`src/vuofr_pkg.sv`:
```
// package for the vector unit operand and flow block
package vuofr_pkg;
   localparam int IP_W        = 32;                // instruction pointer width
   localparam int CHANNELS    = 16;                // execution channels
   localparam int IMM_W       = 32;                // packed immediate width
   localparam int NIB_LANES   = 8;                 // nibble lanes per immediate
   localparam int NIB_W       = 4;                 // nibble lane width
   localparam int RF_LANES    = 4;                 // restricted float lanes
   localparam int RF_W        = 8;                 // restricted float lane width
   localparam int WORD_W      = 16;                // word width
   localparam int NATIVE_W    = 128;               // native instruction width
   localparam int COMPACT_W   = 64;                // compact instruction width
   localparam int SWZ_GROUP   = 4;                 // swizzle group size
   localparam int WIDTH_W     = 3;                 // exec width code bits
   localparam int RF_ADDR_W   = 12;                // register file address width

   // immediate kinds delivered with an instruction
   typedef enum logic [1:0] {
      VUOFR_IMM_NONE,
      VUOFR_IMM_UNIB,
      VUOFR_IMM_SNIB,
      VUOFR_IMM_RFLT
   } vuofr_imm_kind_t;

   // decoded instruction as it enters the block
   typedef struct packed {
      logic [IP_W-1:0]      ip;          // address of this instruction
      logic                 is_send;     // message send
      logic                 end_flag;    // end-of-thread flag on a send
      logic                 except;      // enabled exception raised
      logic                 quad_mode;   // sixteen aligned access mode
      logic [7:0]           swizzle;     // four 2-bit selectors
      logic [WIDTH_W-1:0]   exec_width;  // log2 of element count
      logic                 null_dst;    // destination is null
      logic                 acc_wr;      // implicit accumulator update
      logic                 flag_wr;     // implicit flag update
      logic                 mem_operand; // operand names memory (illegal)
      logic                 compact;     // 64-bit compact encoding
      vuofr_imm_kind_t      imm_kind;    // immediate vector kind
      logic [IMM_W-1:0]     imm;         // raw immediate
   } vuofr_instr_t;
endpackage : vuofr_pkg

```
`src/vuofr_lane.sv`:
```
// per-channel eligibility and operand swizzle for one channel
`timescale 1ns/1ns
module vuofr_lane #(
   parameter int IP_W = 32,
   parameter int IDX  = 0
) (
   input  wire logic            single_flow_mode,
   input  wire logic [IP_W-1:0] channel_instr_pointer,
   input  wire logic [IP_W-1:0] thread_instr_pointer,
   input  wire logic            chan_mask,
   input  wire logic            width_en,
   input  wire logic            quad_mode,
   input  wire logic [7:0]      swizzle,
   input  wire logic [15:0]     src_in,
   output logic                 eligible,
   output logic [3:0]           src_sel
);
   logic ptr_match;  // own pointer matches the thread pointer
   logic [1:0] pick; // selector for this lane within its group
   always_comb begin
      ptr_match = (channel_instr_pointer == thread_instr_pointer);
      // shared pointer in single flow, own pointer otherwise
      eligible  = chan_mask & width_en & (single_flow_mode | ptr_match);
      pick      = swizzle[2*(IDX%4) +: 2];
      // modulo four selection inside the aligned group of four
      src_sel   = quad_mode ? {2'(IDX/4 % 4), pick} : 4'(IDX % 16);
   end
   logic unused_src;
   assign unused_src = ^src_in;
endmodule : vuofr_lane

```
`src/vuofr_core.sv`:
```
// thread flow, operand typing and lane control of the vector unit
//
// Behaviour
// - flow bit picks shared or per-channel pointers
// - per-channel pointer must match thread pointer
// - aligned mode swizzles sources modulo four
// - enabled exception jumps to global handler
// - handler starts at handler entry pointer
// - thread ends only on send with flag
// - exec width sets parallel element count
// - operands touch register file, never memory
// - word is sixteen bits, bit zero lowest
// - unsigned nibble immediate gives eight lanes
// - signed nibble immediate gives eight lanes
// - real immediate gives four byte lanes
// - byte types span eight bits
// - halfword types span sixteen bits
// - native format 128 bits, compact 64
// - null destination discards, implicit updates remain
`timescale 1ns/1ns
module vuofr_core
   import vuofr_pkg::*;
#(
   parameter int CH = vuofr_pkg::CHANNELS
) (
   input  wire logic                          clock,
   input  wire logic                          rst_n,
   input  wire logic                          dispatch,
   input  wire logic [vuofr_pkg::IP_W-1:0]    dispatch_ip,
   input  wire logic [vuofr_pkg::IP_W-1:0]    handler_entry_pointer,
   input  wire logic                          single_flow_mode,
   input  wire logic [CH-1:0]                 chan_mask,
   input  wire logic [CH*vuofr_pkg::IP_W-1:0] channel_instr_pointer,
   input  wire logic                          instr_valid,
   input  wire vuofr_pkg::vuofr_instr_t       instr,
   input  wire logic [CH*16-1:0]              src_data,
   output logic                               thread_active,
   output logic [vuofr_pkg::IP_W-1:0]         thread_instr_pointer,
   output logic                               thread_done,
   output logic                               handler_taken,
   output logic [CH-1:0]                      exec_lanes,
   output logic [CH*4-1:0]                    swizzle_sel,
   output logic [CH*16-1:0]                   src_words,
   output logic [4*vuofr_pkg::IMM_W-1:0]      imm_lanes,
   output logic                               dst_write,
   output logic                               acc_write,
   output logic                               flag_write,
   output logic                               instr_fault
);
   import vuofr_pkg::*;

   typedef enum logic [1:0] {VUOFR_IDLE, VUOFR_RUN} vuofr_state_t;

   vuofr_state_t             state_q, state_d;   // thread life cycle
   logic [IP_W-1:0]          ip_q, ip_d;         // thread pointer
   logic                     done_q, done_d;     // end pulse
   logic                     hnd_q, hnd_d;       // handler entry pulse
   logic [CH-1:0]            lanes_q, lanes_d;   // enabled lanes
   logic [CH*4-1:0]          sel_q, sel_d;       // swizzle selectors
   logic [CH*16-1:0]         words_q, words_d;   // swizzled sources
   logic [4*IMM_W-1:0]       imm_q, imm_d;       // expanded immediate
   logic                     dst_q, dst_d;       // destination write
   logic                     acc_q, acc_d;       // accumulator write
   logic                     flg_q, flg_d;       // flag write
   logic                     flt_q, flt_d;       // illegal instruction
   logic                     active_q, active_d; // running flag for the port
   logic [CH-1:0]            elig;               // per-lane eligibility
   logic [CH*4-1:0]          sel_c;              // per-lane selector
   logic [CH-1:0]            width_en;           // inside exec width

   // element count from the width code, saturated at channel count
   function automatic logic [CH-1:0] width_mask(input logic [WIDTH_W-1:0] w);
      logic [CH-1:0] m;
      m = '0;
      for (int i = 0; i < CH; i++) begin
         m[i] = (i < (1 << w));
      end
      return m;
   endfunction : width_mask

   // one nibble lane as an 8-bit element, signed or not
   function automatic logic [7:0] nib_ext(input logic [NIB_W-1:0] n, input logic sgn);
      return sgn ? {{4{n[3]}}, n} : {4'h0, n};
   endfunction : nib_ext

   assign width_en = width_mask(instr.exec_width);

   // one lane checker per channel
   genvar g;
   generate
      for (g = 0; g < CH; g++) begin : gen_lane
         vuofr_lane #(.IP_W(IP_W), .IDX(g)) u_lane (
            .single_flow_mode      (single_flow_mode),
            .channel_instr_pointer (channel_instr_pointer[g*IP_W +: IP_W]),
            .thread_instr_pointer  (ip_q),
            .chan_mask             (chan_mask[g]),
            .width_en              (width_en[g]),
            .quad_mode             (instr.quad_mode),
            .swizzle               (instr.swizzle),
            .src_in                (src_data[g*16 +: 16]),
            .eligible              (elig[g]),
            .src_sel               (sel_c[g*4 +: 4])
         );
      end
   endgenerate

   // next state of the thread and of the lane outputs
   always_comb begin
      state_d = state_q;
      ip_d    = ip_q;
      done_d  = 1'b0;
      hnd_d   = 1'b0;
      lanes_d = lanes_q;
      sel_d   = sel_q;
      words_d = words_q;
      imm_d   = imm_q;
      dst_d   = 1'b0;
      acc_d   = 1'b0;
      flg_d   = 1'b0;
      flt_d   = 1'b0;
      case (state_q)
         VUOFR_IDLE: begin
            lanes_d = '0;
            // first instruction comes from the dispatcher
            if (dispatch) begin
               state_d = VUOFR_RUN;
               ip_d    = dispatch_ip;
            end
         end
         VUOFR_RUN: begin
            if (instr_valid) begin
               // memory operands are refused, nothing is written
               if (instr.mem_operand) begin
                  flt_d   = 1'b1;
                  lanes_d = '0;
               end else begin
                  lanes_d = elig;
                  sel_d   = sel_c;
                  // gather each lane's source word by its selector
                  for (int i = 0; i < CH; i++) begin
                     words_d[i*WORD_W +: WORD_W] =
                        src_data[sel_c[i*4 +: 4]*WORD_W +: WORD_W];
                  end
                  // null destination drops results, implicit updates stay
                  dst_d = ~instr.null_dst & (|elig);
                  acc_d = instr.acc_wr & (|elig);
                  flg_d = instr.flag_wr & (|elig);
               end
               // immediate expansion, lane zero in the low bits
               imm_d = '0;
               case (instr.imm_kind)
                  VUOFR_IMM_UNIB, VUOFR_IMM_SNIB: begin
                     for (int l = 0; l < NIB_LANES; l++) begin
                        imm_d[l*16 +: 16] = {8'h00, nib_ext(instr.imm[l*NIB_W +: NIB_W],
                           instr.imm_kind == VUOFR_IMM_SNIB)};
                        if (instr.imm_kind == VUOFR_IMM_SNIB && instr.imm[l*NIB_W+3])
                           imm_d[l*16+8 +: 8] = 8'hFF;
                     end
                  end
                  VUOFR_IMM_RFLT: begin
                     for (int l = 0; l < RF_LANES; l++) begin
                        imm_d[l*IMM_W +: IMM_W] =
                           {24'h00_0000, instr.imm[l*RF_W +: RF_W]};
                     end
                  end
                  default: imm_d = '0;
               endcase
               // flow: exception, end of thread, or next instruction
               if (instr.except) begin
                  ip_d  = handler_entry_pointer;
                  hnd_d = 1'b1;
               end else if (instr.is_send && instr.end_flag) begin
                  state_d = VUOFR_IDLE;
                  done_d  = 1'b1;
               end else begin
                  // compact instructions are 8 bytes, native 16
                  ip_d = ip_q
                     + (instr.compact ? IP_W'(COMPACT_W/8) : IP_W'(NATIVE_W/8));
               end
            end
         end
         default: state_d = VUOFR_IDLE;
      endcase
      // running flag kept in its own flop so the port needs no decode
      active_d = (state_d == VUOFR_RUN);
   end

   // register all state
   always_ff @(posedge clock or negedge rst_n) begin
      if (!rst_n) begin
         state_q <= VUOFR_IDLE;
         ip_q    <= '0;
         done_q  <= 1'b0;
         hnd_q   <= 1'b0;
         lanes_q <= '0;
         sel_q   <= '0;
         words_q <= '0;
         imm_q   <= '0;
         dst_q   <= 1'b0;
         acc_q   <= 1'b0;
         flg_q   <= 1'b0;
         flt_q   <= 1'b0;
         active_q <= 1'b0;
      end else begin
         state_q <= state_d;
         ip_q    <= ip_d;
         done_q  <= done_d;
         hnd_q   <= hnd_d;
         lanes_q <= lanes_d;
         sel_q   <= sel_d;
         words_q <= words_d;
         imm_q   <= imm_d;
         dst_q   <= dst_d;
         acc_q   <= acc_d;
         flg_q   <= flg_d;
         flt_q   <= flt_d;
         active_q <= active_d;
      end
   end

   assign thread_active        = active_q;
   assign thread_instr_pointer = ip_q;
   assign thread_done          = done_q;
   assign handler_taken        = hnd_q;
   assign exec_lanes           = lanes_q;
   assign swizzle_sel          = sel_q;
   assign src_words            = words_q;
   assign imm_lanes            = imm_q;
   assign dst_write            = dst_q;
   assign acc_write            = acc_q;
   assign flag_write           = flg_q;
   assign instr_fault          = flt_q;
endmodule : vuofr_core

```
`config.mk`:
```
export PLATFORM = sky130hd
export DESIGN_NAME = vuofr_core
export DESIGN_NICKNAME = d
export VERILOG_FILES = /design/src/vuofr_pkg.sv /design/src/vuofr_lane.sv /design/src/vuofr_core.sv
export SDC_FILE = /design/constraint.sdc
export NUM_CORES = 2
export LEC_CHECK = 0
export BUFFER_PORTS_ARGS = -buffer_cell sky130_fd_sc_hd__buf_4
export CAP_MARGIN = 0
export CORE_AREA = 2 2 567 569
export DETAILED_ROUTE_END_ITERATION = 10
export DIE_AREA = 0 0 569 571
export GPL_TIMING_DRIVEN = 0
export PLACE_DENSITY = 0.37
export RECOVER_POWER = 50
export SETUP_SLACK_MARGIN = 0.5
export SLEW_MARGIN = 20
export SYNTH_ARGS = -nofsm -noshare
export SYNTH_HDL_FRONTEND = slang
export SYNTH_HIERARCHICAL = 1
export SYNTH_SLANG_ARGS = --single-unit
```
`constraint.sdc`:
```
create_clock -name clock -period 2.9 [get_ports clock]
set_input_delay 0.58 -clock clock [delete_from_list [all_inputs] [get_ports clock]]
set_output_delay 0.58 -clock clock [all_outputs]
set_load 0.01 [all_outputs]
```
==> impl_metrics.ini <==
[critical_path]
crit-reg2reg-launch = thread_instr_pointer[27]
timing.critical_path.arrival_ns = 3.49
required_ns = 3.59
critPathCaptureType = register
path_max_fanout = 14
r2r_end = dst_write
crit_type = reg -> reg
startpoint_type = register
rr_worst_depth = 11
rrSetupSlack_ns = 0.10

[flow_run]
maxCapViolCount = 0

[floorplanning]
floorplan_die_height_um = 571
floorplan.core_area_mm2 = 0.3193
die_span_in_x_um = 569
boundaryPins = 1442
die_area_mm2 = 0.3249
floorplan.rows = 208
floorplan.initialDensity_pct = 17.35

[synthesis]
syn_area_mm2 = 0.05542
synth_cells = 4789
synth_mux_area_share_pct = 46.52
synth_async_sr_flop_share_pct = 100.0
synth.ff_latch_count = 433
synth_compound_gate_area_share_pct = 9.880
synth_cell_type_count = 68
synth_enable_flop_cells = 0
synthFlopType = sky130_fd_sc_hd__dfrtp_1
synth.yosys.seq_area_share_pct = 19.55
synthesis.area_per_instance_um2 = 11.57
yosysWarningCount = 6
synth-xor-area-share_pct = 8.092
synth_simple_gate_area_share_pct = 8.846
adder_cell_area_share_of_the_yosys_netlist_pct = 0.1490
combinational_family_with_the_most_area_after_synthesis = multiplexers

[global_routing]
grt_pass1_wl_um = 691100
grt_use_total_pct = 32.81
largest_net_degree_at_the_start_of_global_routing = 83
grt_antenna_before_repair = 103
overflow_left_after_global_routing = 0
grt_pass1_vias = 61160

[min_path]
hold-path-endpoint = imm_lanes[114]
worst_hold_path_type = in -> reg
min_path_cells = 3
hold_path.startpoint = instr[30]

[placement]
detailedPlace.worstSlack_ns = -1.429
gp_routability_congestion = 1.044
hpwl_um = 446100
port_bufs = 1408

[clocking]
ctsLongestPathBuffers = 4
cts-htree-levels = 3
clkLatencyLatePin_ns = 0.81
clockRootBuffer = sky130_fd_sc_hd__clkbuf_16
clkSlewWorstSetupHoldPaths_ns = 0.06
cts_made_buffers = 76
num_clock_sinks = 433
cts_tree = done

[detailed_routing]
detailroute.via_count = 63340
ant_nets = 0
avgRoutedWirePerCell_um = 51.20
drt_iter0_drc = 9354
drcViolationCount = 0
vias_per_cell = 5.850
drt-total-wl_um = 554400
detailedRoute.firstPassIterationCount = 8

[power_and_ir_drop]
finalPower_mw = 38.88
p_sw_share_pct = 45.09
power.static_leakage_nw = 29.58
seq_power_share_pct = 24.6
p_int_mw = 21.35
max-vdd-ir-drop_v = 0.0003763
comb_power_share_pct = 50.1
power-per-cell-area_mw_per_mm2 = 500.2
power.clock.fraction_pct = 25.4
netSwitchingPower_mw = 17.53

[cells_and_area]
post-route-util_pct = 24.34
area.growth.synth_to_final_pct = 40.24
num-fill-cells = 34380
num-nets-final = 7461
drive_above_1_share_pct = 50.40

[timing]
final_min_period_over_clock_period_pct = 96.53
tightest_slew_ns = 1.964
skew_ns = 0.04740
finalSetupViolCount = 0
report.final.hold_viol_count = 0
timing.fmax_mhz = 357.2
drv_slew = 24
worst_setup_slack_after_layout_ns = 0.1007
finalWorstPathRequiredPeriod_ns = 2.799
max_slew_margin_pct = -31.63
grt_setup_unrepaired = yes

[outcome]
failed_checks = slew limit
outcome = finished, violations left
-- area by class of cell --
class                      instances  area (um2)  area share [%]
sequential                       433       10920           14.05
inverter                          14       52.55         0.06761
tap                             4200        5255           6.761
multi-input combinational       3557       42030           54.07
antenna                           60       150.1          0.1932
buffer                           793        4551           5.855
clock buffer                      98        2115           2.721
clock inverter                    31       374.1          0.4813
timing repair buffer            1641       12280           15.80
-- cell usage after synthesis, drive strengths merged, types with 3 or more instances --
cell	instances	share of area [%]
a2111oi	5	0.079
a21o	28	0.38
a21oi	73	0.66
a221o	8	0.14
a22o	37	0.58
a22oi	435	5.9
a31oi	19	0.21
a41oi	5	0.079
and2	45	0.51
and3	23	0.26
buf	368	3.8
clkbuf	425	2.9
conb	26	0.18
dfrtp	433	20
ha	5	0.11
inv	14	0.095
mux2	217	4.4
mux2i	50	0.90
mux4	1014	41
nand2	469	3.2
nand2b	28	0.32
nand3	31	0.28
nand3b	3	0.041
nand4	143	1.6
nor2	87	0.59
nor2b	8	0.090
nor3	40	0.63
nor3b	27	0.67
nor4	40	0.45
o211ai	16	0.22
o21ai	66	0.60
o22ai	12	0.14
o311ai	22	0.35
o31ai	23	0.31
or3	7	0.079
xnor2	512	8.1
-- through the flow --
| stage | area (um2) | cells | hold WS [ns] | TNS [ns] |
|---|---|---|---|---|
| finish | 77720 | 10830 | 0.07362 | 0 |
| floorplan | 55450 | 4797 | 0.2844 | 0 |
| global placement | 71280 | 10410 | 0.4661 | -2435.51 |
| global route | 77640 | 10790 | 0.04771 | 0 |
| detailed placement | 72440 | 10450 | 0.4659 | -252.28 |
| CTS | 77900 | 10740 | 0.002206 | 0 |
-- cell families after synthesis --
logic type / count (synthesis)
other: 26
muxes: 1281
DFF: 433
adders and majority gates: 6
AOI/OAI and AO/OA: 764
buffers and inverters: 807
and+or+nand+nor: 960
xor gates and xnor gates: 512
-- repair_timing --
action	in CTS	in global routing
gates resized for setup	369	168
setup endpoints to repair	417	216
gates cloned	2	2
pin swaps	57	24
endpoints found under the hold margin	81	0
setup buffers	125	28
hold buffers	30	0
-- placed cells by master (no fill, tap or decap), types with 16 or more instances in the layout --
cell type / instances
sky130_fd_sc_hd__conb_1: 34
sky130_fd_sc_hd__a22oi_1: 402
sky130_fd_sc_hd__dfrtp_1: 398
sky130_fd_sc_hd__clkbuf_1: 660
sky130_fd_sc_hd__nand2b_1: 28
sky130_fd_sc_hd__nor4_2: 17
sky130_fd_sc_hd__mux2_2: 217
sky130_fd_sc_hd__a22oi_2: 33
sky130_fd_sc_hd__diode_2: 60
sky130_fd_sc_hd__and3_1: 21
sky130_fd_sc_hd__clkbuf_16: 81
sky130_fd_sc_hd__and2_1: 41
sky130_fd_sc_hd__o21ai_0: 64
sky130_fd_sc_hd__a21oi_1: 64
sky130_fd_sc_hd__buf_1: 21
sky130_fd_sc_hd__o211ai_1: 16
sky130_fd_sc_hd__a31oi_1: 19
sky130_fd_sc_hd__buf_4: 1365
sky130_fd_sc_hd__o31ai_1: 23
sky130_fd_sc_hd__dfrtp_2: 20
sky130_fd_sc_hd__nand4_1: 142
sky130_fd_sc_hd__mux2i_1: 46
sky130_fd_sc_hd__clkbuf_8: 21
sky130_fd_sc_hd__a21o_1: 28
sky130_fd_sc_hd__clkbuf_2: 50
sky130_fd_sc_hd__buf_12: 59
sky130_fd_sc_hd__nand2_1: 466
sky130_fd_sc_hd__dlygate4sd3_1: 30
sky130_fd_sc_hd__xnor2_1: 484
sky130_fd_sc_hd__nor3_4: 17
sky130_fd_sc_hd__nor2_1: 66
sky130_fd_sc_hd__xnor2_2: 16
sky130_fd_sc_hd__nand3_1: 31
sky130_fd_sc_hd__mux4_2: 1014
sky130_fd_sc_hd__clkbuf_4: 26
sky130_fd_sc_hd__buf_6: 54
sky130_fd_sc_hd__buf_2: 136
sky130_fd_sc_hd__a22o_1: 37
-- per-layer routing --
metal	vias up	track usage [%]	wire length [um]	part of all wire, %
met1	33250	36.48	190800	34
li1	22520	-	-	-
met4	43	26.12	54600	9.8
met3	1605	10.25	58740	11
met2	5917	51.95	249900	45
met5	-	0.1911	351	0.063
-- flip-flops by register name (all words and copies together), names as in the netlist --
| signal | cells |
|---|---|
| thread_instr_pointer | 32 |
| flag_write | 1 |
| thread_done | 1 |
| imm_lanes | 56 |
| acc_write | 1 |
| dst_write | 1 |
| exec_lanes | 16 |
| src_words | 256 |
| swizzle_sel | 64 |
| thread_active | 1 |
| instr_fault | 1 |
| handler_taken | 1 |
| state_q | 2 |
-- power by group through the flow --
stage,Sequential (mW),Combinational [mW],Clock (mW)
after floorplan,9.51,7.57,0
after global placement,10.9,16.2,0
after detailed placement,9.88,17.7,0
after CTS,9.55,19.1,10.1
after global routing,9.58,19.9,10.2
final,9.55,19.5,9.87
-- worst max-delay path, cell delays in order (launching register included) --
cell and delay [ns]:
sky130_fd_sc_hd__dfrtp_4 0.59, sky130_fd_sc_hd__buf_12 0.22, sky130_fd_sc_hd__xnor2_1 0.18, sky130_fd_sc_hd__nand4_1 0.15
sky130_fd_sc_hd__nor4_4 0.51, sky130_fd_sc_hd__a21oi_2 0.16, sky130_fd_sc_hd__nor2_4 0.22, sky130_fd_sc_hd__nor4_2 0.08
sky130_fd_sc_hd__nand4_1 0.16, sky130_fd_sc_hd__buf_12 0.14, sky130_fd_sc_hd__nand2_1 0.08, sky130_fd_sc_hd__nor2_4 0.16
-- worst max-delay path by stage --
stage	depth (start not counted)	slack (ns)	end	startpoint
2_1_floorplan	6	0.52	thread_instr_pointer[22]	thread_instr_pointer[4]
3_3_place_gp	1	-5.38	thread_instr_pointer[3]	rst_n
3_5_place_dp	9	-1.43	src_words[61]	instr[50]
4_1_cts	10	0.04	acc_write	thread_instr_pointer[18]
5_1_grt	12	0.03	dst_write	thread_instr_pointer[25]
6_report	11	0.10	dst_write	thread_instr_pointer[27]
(Power assumes the default switching activity.)
